--- config.mk ---
export PLATFORM = sky130hd
export DESIGN_NAME = tsoc_serial_out
export DESIGN_NICKNAME = d
export VERILOG_FILES = /design/src/tsoc_pkg.sv /design/src/tsoc_clk_if.sv /design/src/tsoc_clkgen.sv /design/src/tsoc_serial_out.sv
export SDC_FILE = /design/constraint.sdc
export NUM_CORES = 1
export LEC_CHECK = 0
export BUFFER_PORTS_ARGS = -buffer_cell sky130_fd_sc_hd__buf_2
export CELL_PAD_IN_SITES_DETAIL_PLACEMENT = 2
export CELL_PAD_IN_SITES_GLOBAL_PLACEMENT = 2
export CORE_ASPECT_RATIO = 1.5
export CORE_MARGIN = 2
export CORE_UTILIZATION = 25
export DETAILED_ROUTE_END_ITERATION = 7
export HOLD_SLACK_MARGIN = 0.15
export PLACE_DENSITY_LB_ADDON = 0.1
export SLEW_MARGIN = 20
export SYNTH_ARGS = -nofsm -noshare
export SYNTH_HDL_FRONTEND = slang
export SYNTH_HIERARCHICAL = 1
export SYNTH_SLANG_ARGS = --single-unit
--- constraint.sdc ---
create_clock -name mclk_i -period 3.8 [get_ports mclk_i]
set_input_delay 0.57 -clock mclk_i [delete_from_list [all_inputs] [get_ports mclk_i]]
set_output_delay 0.57 -clock mclk_i [all_outputs]
set_load 0.02 [all_outputs]
--- src/tsoc_pkg.sv ---
package tsoc_pkg;
  localparam logic [1:0] WL_16       = 2'h0;
  localparam logic [1:0] WL_24       = 2'h1;
  localparam logic [1:0] WL_32       = 2'h2;
  localparam int         BITS_16     = 16;
  localparam int         BITS_24     = 24;
  localparam int         BITS_32     = 32;
  localparam int         SAMPLE_W    = 16;
  localparam logic [5:0] LEN_16      = 6'h10;
  localparam logic [5:0] LEN_24      = 6'h18;
  localparam logic [5:0] LEN_32      = 6'h20;
  localparam logic [1:0] WORDS_FRAME = 2'h1;
  localparam logic [2:0] DV_SHORT    = 3'h2;
  localparam logic [2:0] DV_LONG     = 3'h4;
  localparam logic [3:0] DIV_ZERO    = 4'h0;
  localparam logic [4:0] DIV_MIN     = 5'h1;
  localparam int         DIV_W       = 4;

  typedef enum logic [1:0]
  {
    ST_IDLE  = 2'b00,
    ST_SHIFT = 2'b01
  } tsoc_state_t;
endpackage

--- src/tsoc_clk_if.sv ---
`timescale 1ns/1ps
`default_nettype none
interface tsoc_clk_if;
  logic       rise;
  logic       fall;
  logic [3:0] divisor;
  logic       master;
  modport gen (input divisor, input master, output rise, output fall);
  modport use_ (output divisor, output master, input rise, input fall);
endinterface
`default_nettype wire

--- src/tsoc_clkgen.sv ---
`timescale 1ns/1ps
`default_nettype none
module tsoc_clkgen
  import tsoc_pkg::*;
(
  input  wire logic mclk_i,
  input  wire logic rst_n_i,
  input  wire logic sclk_in_i,
  output var  logic sclk_o,
  tsoc_clk_if.gen   cif
);
  logic [4:0] cnt_reg;
  logic       lvl_reg;
  logic       in_d_reg;
  wire  [4:0] half_w;
  wire        wrap_w;

  // Half period = max(1, divisor) gives fclk/2 or fclk/(2*div)
  assign half_w = (cif.divisor == DIV_ZERO) ? DIV_MIN
                                            : {1'b0, cif.divisor};  // RULE13
  assign wrap_w = (cnt_reg + 5'h1) >= half_w;
  assign cif.rise = cif.master ? (wrap_w & ~lvl_reg)
                               : (sclk_in_i & ~in_d_reg);
  assign cif.fall = cif.master ? (wrap_w & lvl_reg)
                               : (~sclk_in_i & in_d_reg);

  always_ff @(posedge mclk_i or negedge rst_n_i)
  begin
    if (!rst_n_i)
    begin
      cnt_reg  <= 5'h0;
      lvl_reg  <= 1'b0;
      in_d_reg <= 1'b0;
    end
    else
    begin
      in_d_reg <= sclk_in_i;
      cnt_reg  <= wrap_w ? 5'h0 : cnt_reg + 5'h1;
      lvl_reg  <= wrap_w ? ~lvl_reg : lvl_reg;  // RULE13
    end
  end

  always_ff @(posedge mclk_i or negedge rst_n_i)
  begin
    if (!rst_n_i)
      sclk_o <= 1'b0;
    else
      sclk_o <= cif.master & (wrap_w ? ~lvl_reg : lvl_reg);
  end
endmodule
`default_nettype wire

--- src/tsoc_serial_out.sv ---
`timescale 1ns/1ps
`default_nettype none
// Notes on behaviour
// RULE1: Master with fresh samples loaded asserts frame start to the DSP.
// RULE2: After frame start the master drives the shared line, shifting words.
// RULE3: Master raises frame end together with its final shifted bit.
// RULE4: Chained slave seeing frame end takes the line next serial cycle.
// RULE5: Every chained device raises frame end when its own shift completes.
// RULE6: With no following device the frame ends after the last shift.
// RULE7: Data valid pulses two or four processing clocks on new data.
// RULE8: DSP catches the data valid pulse with edge-sensitive logic.
// RULE9: In slave mode the DSP makes serial clock and frame start.
// RULE10: DSP starts no slave transfer before the data valid indication.
// RULE11: Slave samples frame start on falling edge, shifts next edge, no gap.
// RULE12: Word length 16, 24 or 32 bits; MSB first, padded at the end.
// RULE13: Master serial clock is processing clock over two or twice divisor.
// RULE14: Outside its own slot the device leaves the shared line undriven.
module tsoc_serial_out
  import tsoc_pkg::*;
(
  input  wire logic                mclk_i,
  input  wire logic                rst_n_i,
  input  wire logic                bus_master_select_i,
  input  wire logic [1:0]          word_length_select_i,
  input  wire logic [DIV_W-1:0]    serial_clock_divisor_i,
  input  wire logic                dv_long_mode_i,
  input  wire logic                sample_load_i,
  input  wire logic [SAMPLE_W-1:0] sample_i_i,
  input  wire logic [SAMPLE_W-1:0] sample_q_i,
  input  wire logic                sclk_in_i,
  input  wire logic                frame_start_strobe_i,
  output var  logic                sclk_o,
  output var  logic                frame_start_strobe_o,
  output var  logic                frame_end_strobe_o,
  output var  logic                serial_out_line_o,
  output var  logic                serial_out_line_oe_o,
  output var  logic                output_data_valid_o
);
  tsoc_clk_if cif ();

  tsoc_state_t     state_reg;
  logic [31:0]     shreg_reg;
  logic [31:0]     word_q_reg;
  logic [5:0]      bit_reg;
  logic [1:0]      word_reg;
  logic [5:0]      len_reg;
  logic            pend_reg;
  logic [SAMPLE_W-1:0] hold_i_reg;
  logic [SAMPLE_W-1:0] hold_q_reg;
  logic            fs_seen_reg;
  logic [2:0]      dv_cnt_reg;

  wire  [5:0]      len_w;
  wire  [31:0]     word_i_w;
  wire  [31:0]     word_q_w;
  wire             last_bit_w;
  wire             last_word_w;
  wire             start_w;
  wire             fs_sample_w;
  wire             idle_w;

  assign cif.divisor = serial_clock_divisor_i;
  assign cif.master  = bus_master_select_i;

  tsoc_clkgen u_clkgen
  (
    .mclk_i    (mclk_i),
    .rst_n_i   (rst_n_i),
    .sclk_in_i (sclk_in_i),
    .sclk_o    (sclk_o),
    .cif       (cif.gen)
  );

  // Disallowed code 11 falls back to 16 bits
  assign len_w = (word_length_select_i == WL_24) ? LEN_24 :
                 (word_length_select_i == WL_32) ? LEN_32 : LEN_16;  // RULE12
  // Left justified, zero padding at the end
  assign word_i_w    = {hold_i_reg, 16'h0000};  // RULE12
  assign word_q_w    = {hold_q_reg, 16'h0000};
  assign last_bit_w  = (bit_reg == len_reg - 6'h1);
  assign last_word_w = (word_reg == WORDS_FRAME);
  // Falling edge sample of external frame start (RULE11)
  assign fs_sample_w = cif.fall & frame_start_strobe_i;  // RULE11
  // A load during a frame waits; a restart mid-slot would garble the line
  assign idle_w  = (state_reg == ST_IDLE);
  // Master starts on own data; slave starts after sampled frame start
  assign start_w = idle_w & (bus_master_select_i
                             ? (pend_reg & cif.rise)      // RULE1
                             : (fs_seen_reg & cif.rise)); // RULE4

  always_ff @(posedge mclk_i or negedge rst_n_i)
  begin
    if (!rst_n_i)
    begin
      hold_i_reg <= 16'h0000;
      hold_q_reg <= 16'h0000;
      pend_reg   <= 1'b0;
      dv_cnt_reg <= 3'h0;
    end
    else
    begin
      if (sample_load_i)
      begin
        hold_i_reg <= sample_i_i;
        hold_q_reg <= sample_q_i;
      end
      // New sample wins over the start that consumes the old one
      pend_reg   <= sample_load_i | (pend_reg & ~start_w);
      if (sample_load_i)
        dv_cnt_reg <= dv_long_mode_i ? DV_LONG : DV_SHORT;  // RULE7
      else if (dv_cnt_reg != 3'h0)
        dv_cnt_reg <= dv_cnt_reg - 3'h1;
    end
  end

  always_ff @(posedge mclk_i or negedge rst_n_i)
  begin
    if (!rst_n_i)
      output_data_valid_o <= 1'b0;
    else
      output_data_valid_o <= sample_load_i | (dv_cnt_reg > 3'h1);  // RULE7
  end

  always_ff @(posedge mclk_i or negedge rst_n_i)
  begin
    if (!rst_n_i)
      fs_seen_reg <= 1'b0;
    else if (fs_sample_w && !bus_master_select_i)
      fs_seen_reg <= 1'b1;  // RULE11
    else if (start_w)
      fs_seen_reg <= 1'b0;
  end

  always_ff @(posedge mclk_i or negedge rst_n_i)
  begin
    if (!rst_n_i)
    begin
      state_reg  <= ST_IDLE;
      shreg_reg  <= 32'h0;
      word_q_reg <= 32'h0;
      bit_reg    <= 6'h0;
      word_reg   <= 2'h0;
      len_reg    <= LEN_16;
    end
    else
    begin
      unique case (state_reg)
        ST_IDLE:
        begin
          if (start_w)
          begin
            state_reg  <= ST_SHIFT;  // RULE2
            shreg_reg  <= word_i_w;
            word_q_reg <= word_q_w;
            bit_reg    <= 6'h0;
            word_reg   <= 2'h0;
            len_reg    <= len_w;
          end
        end
        ST_SHIFT:
        begin
          if (cif.rise)
          begin
            if (last_bit_w && last_word_w)
              state_reg <= ST_IDLE;  // RULE6
            else if (last_bit_w)
            begin
              shreg_reg <= word_q_reg;
              bit_reg   <= 6'h0;
              word_reg  <= word_reg + 2'h1;
            end
            else
            begin
              shreg_reg <= {shreg_reg[30:0], 1'b0};  // RULE12
              bit_reg   <= bit_reg + 6'h1;
            end
          end
        end
        default:
          state_reg <= ST_IDLE;
      endcase
    end
  end

  // Line state follows the shifter on every rising serial edge
  always_ff @(posedge mclk_i or negedge rst_n_i)
  begin
    if (!rst_n_i)
    begin
      serial_out_line_o    <= 1'b0;
      serial_out_line_oe_o <= 1'b0;
      frame_end_strobe_o   <= 1'b0;
      frame_start_strobe_o <= 1'b0;
    end
    else if (cif.rise)
    begin
      frame_start_strobe_o <= bus_master_select_i & start_w;  // RULE1
      if (start_w)
      begin
        serial_out_line_oe_o <= 1'b1;  // RULE2
        serial_out_line_o    <= word_i_w[31];
        frame_end_strobe_o   <= 1'b0;
      end
      else if (state_reg == ST_SHIFT && !(last_bit_w && last_word_w))
      begin
        serial_out_line_oe_o <= 1'b1;
        serial_out_line_o    <= last_bit_w ? word_q_reg[31] : shreg_reg[30];
        // High during the final bit of the slot
        frame_end_strobe_o   <= (bit_reg == len_reg - 6'h2)
                                & last_word_w;  // RULE3 RULE5
      end
      else
      begin
        serial_out_line_oe_o <= 1'b0;  // RULE14
        serial_out_line_o    <= 1'b0;
        frame_end_strobe_o   <= 1'b0;
      end
    end
  end
endmodule
`default_nettype wire

==> metrics.md <==
| Metric | Value |
|---|---|
| Yosys cell types | `50` |
| Worst-skew pair later-pin latency | `0.34 ns` |
| Avg Inst Size Synth | `10.9 sq um` |
| DR pass1 iterations | `4` |
| Critical Path Start Type | `flip-flop` |
| Fmax | `0.311 GHz` |
| Setup Fix Bufs, Post-CTS | `0` |
| Clock sink total | `93` |
| Final WL | `11800 um` |
| Setup TNS | `0 ns` |
| Post-synthesis sequential area ratio | `51.8%` |
| Post-Route Utilization | `29.8%` |
| Final setup viols | `0` |
| Total gr overflow | `0` |
| Die area | `19100 sq um` |
| Ys async rst share | `100%` |
| Starting Density | `25.3%` |
| TritonCTS Buffers | `9` |
| Root Buffer | `clkbuf_16` |
| CP Data Required Time | `4.06 ns` |
| Ys Warns | `6` |
| Share of post-route cells with drive strength above 1 | `24.9%` |
| Status | `completed` |
| RSZ-0062 raised after global routing | `no` |
| CP Capture Point | `shreg_reg[23]` |
| Worst R2R Setup Slack | `0.59 ns` |
| Largest net degree at the start of global routing | `51` |
| Total Routing Usage GR | `13.4%` |
| Smallest hold slack | `0.264 ns` |
| Cts hold-fix bufs | `0` |
| Lkg Pwr | `2.46 nW` |
| Reg clk slew, reported paths | `0.07 ns` |
| Row cnt | `60` |
| Crit path max fanout | `8` |
| Worst setup EP type | `flip-flop` |
| Max IR drop VDD | `293 uV` |
| Global-route wire length before repair | `19900 um` |
| P&R area growth vs syn | `18.1%` |
| Vias in the first global route | `3710` |
| Post-synth EDFFs | `0` |
| P per Cell Area | `732 nW/um^2` |
| Filler cell count | `1951` |
| Worst R2R Start | `u_clkgen/cnt_reg[0]` |
| Vias per std cell | `4.84` |
| ANT nets after route | `0` |
| Synth Net Count | `472` |
| H-tree depth | `3` |
| Crit Path Category | `reg -> reg` |
| Port Buffers | `50` |
| CP Data Arrival Time | `3.47 ns` |
| Slew headroom | `37.2%` |
| DP Wirelength | `8180 um` |
| Register Area | `2330 sq um` |
| Clock skew | `0.00737 ns` |
| Die height | `168 um` |
| Placer Congestion | `0.720` |
| Initial drt markers | `68` |
| WL/cell | `17.3 um` |
| Max Slew Vio Count | `0` |
| Synthesized area | `4500 sq um` |
| Min cycle time layout | `3.21 ns` |
| Worst Hold Class | `in -> async` |
| CTS tree | `built` |
| Final hold vios | `0` |
| Initial antenna violation count | `0` |
| Maximum root-to-sink buffer count | `2` |
| Multi-input gate area | `1940 sq um` |
| Flops & latches, synth | `93` |
| Antenna Cells | `0` |
| Top FF cell, synth | `dfrtp_1` |
| Drt drc | `0` |
| Worst R2R End | `shreg_reg[23]` |
| CP Launch Point | `u_clkgen/cnt_reg[0]` |
| Die X | `113 um` |
| CORE AREA | `17800 sq um` |
| Post-CTS Resized | `0` |
| FF-to-FF path depth | `14` |
| Syn Inst Count | `413` |
| Top Ports | `51` |
| # nets final | `520` |
| MaxCap Viol Count | `0` |
| Vias | `3303` |
| Final worst path period share | `84.5%` |
| Least-Margin Pin Slew | `0.941 ns` |
==> power by group <==
group | switching, W | internal [W]
logic | 0.000857 | 0.000553
clock network | 0.000394 | 0.000577
registers | 0.000224 | 0.00128
total | 0.00147 | 0.00241
==> synth_stat cells, types with 2 or more instances <==
master | number | area (sq um)
o21ai_0 | 8 | 40.0
mux2_2 | 31 | 349
nor3_1 | 3 | 15.0
o211ai_1 | 2 | 15.0
o21ai_1 | 6 | 30.0
or3_1 | 2 | 12.5
nand2_1 | 66 | 248
or4_1 | 2 | 15.0
o31ai_1 | 2 | 15.0
mux2_1 | 2 | 22.5
o311ai_1 | 2 | 17.5
o2bb2ai_1 | 3 | 26.3
mux2i_1 | 17 | 170
buf_1 | 3 | 11.3
nor2b_1 | 20 | 125
a21oi_1 | 4 | 20.0
xnor2_1 | 4 | 35.0
o221ai_1 | 14 | 123
nand2b_1 | 4 | 25.0
a211oi_1 | 5 | 37.5
o41ai_1 | 14 | 123
nand3_1 | 4 | 20.0
buf_2 | 2 | 10.0
a31o_2 | 2 | 17.5
clkbuf_1 | 16 | 60.1
buf_6 | 3 | 33.8
nand4_1 | 2 | 12.5
inv_1 | 31 | 116
dfrtp_1 | 92 | 2300
nor2_1 | 7 | 26.3
o22ai_1 | 2 | 12.5
ha_1 | 14 | 175
a21o_1 | 4 | 30.0
nand3b_1 | 4 | 30.0
==> per-layer routing <==
layer	vias up	part of all wire [%]	GRT usage (%)
li1	1540	-	-
met1	1712	40	15.4
met2	39	56	24.9
met3	12	2.1	1.80
met4	0	1.7	4.77
met5	-	0	0
==> how the worst min path moves through the flow <==
stage	startpoint	end	slack (ns)	cells past startpoint
after floorplan	rst_n_i	bit_reg[0]	0.27	0
after global placement	hold_q_reg[4]	word_q_reg[20]	0.46	2
after detailed placement	hold_q_reg[5]	word_q_reg[21]	0.46	2
after CTS	rst_n_i	dv_cnt_reg[2]	0.29	1
after global routing	rst_n_i	dv_cnt_reg[2]	0.32	1
final	rst_n_i	dv_cnt_reg[2]	0.26	1
==> stage by stage <==
stage | instances | total power, W | worst slack, ns | instance area [sq um]
after floorplan | 413 | 0.00246 | 0.451 | 4500
after global placement | 667 | 0.00292 | 0.534 | 4990
after detailed placement | 667 | 0.00297 | 0.443 | 4990
after CTS | 683 | 0.00398 | 0.498 | 5310
after global routing | 683 | 0.00421 | 0.216 | 5310
final | 683 | 0.00389 | 0.590 | 5310
==> final cells by class <==
type,instances,share of cell area [%]
tap,217,5.11
multi-input combinational,264,36.5
sequential,93,43.9
timing repair buffer,61,6.31
clock inverter,6,1.65
clock buffer,10,4.31
inverter,32,2.26
==> worst max-delay path: stages, from the launching register on <==
cell and delay (ns):
dfrtp_1 0.43, ha_1 0.26, xnor2_1 0.19, inv_1 0.08, ha_1 0.28, o21a_1 0.21
a21o_2 0.16, ha_1 0.14, nand2_1 0.05, o21ai_0 0.10, buf_4 0.19, o21ai_0 0.20
a31oi_2 0.37, buf_4 0.26, mux2i_1 0.22
==> layout by cell type, fill, tap and decap left out, types with 4 or more instances in the layout <==
cell type | netlist | layout
dfrtp_1 | 92 | 92
nand2_1 | 66 | 66
buf_2 | 2 | 49
inv_1 | 31 | 31
mux2_2 | 31 | 31
nor2b_1 | 20 | 20
mux2i_1 | 17 | 17
o41ai_1 | 14 | 14
o221ai_1 | 14 | 14
ha_1 | 14 | 14
buf_4 | 0 | 12
clkbuf_16 | 0 | 9
o21ai_0 | 8 | 8
nor2_1 | 7 | 7
o21ai_1 | 6 | 6
a211oi_1 | 5 | 5
nand2b_1 | 4 | 4
a21o_1 | 4 | 4
xnor2_1 | 4 | 4
nand3_1 | 4 | 4
nand3b_1 | 4 | 4
a21oi_1 | 4 | 4
==> kinds of logic (layout without fill, tap and decap cells) <==
family          count (synthesis)  count (layout)  synth area share, %
compound gates                 76              76                 12.7
xor+xnor                        6               6                 1.53
fa+ha+maj                      14              14                 3.90
buf+inv                        56             109                 5.23
flops                          93              93                 51.8
mux                            50              50                 12.1
other cells                     1               1               0.0834
simple gates                  117             117                 12.7
Power figures use the tool's default switching activity.
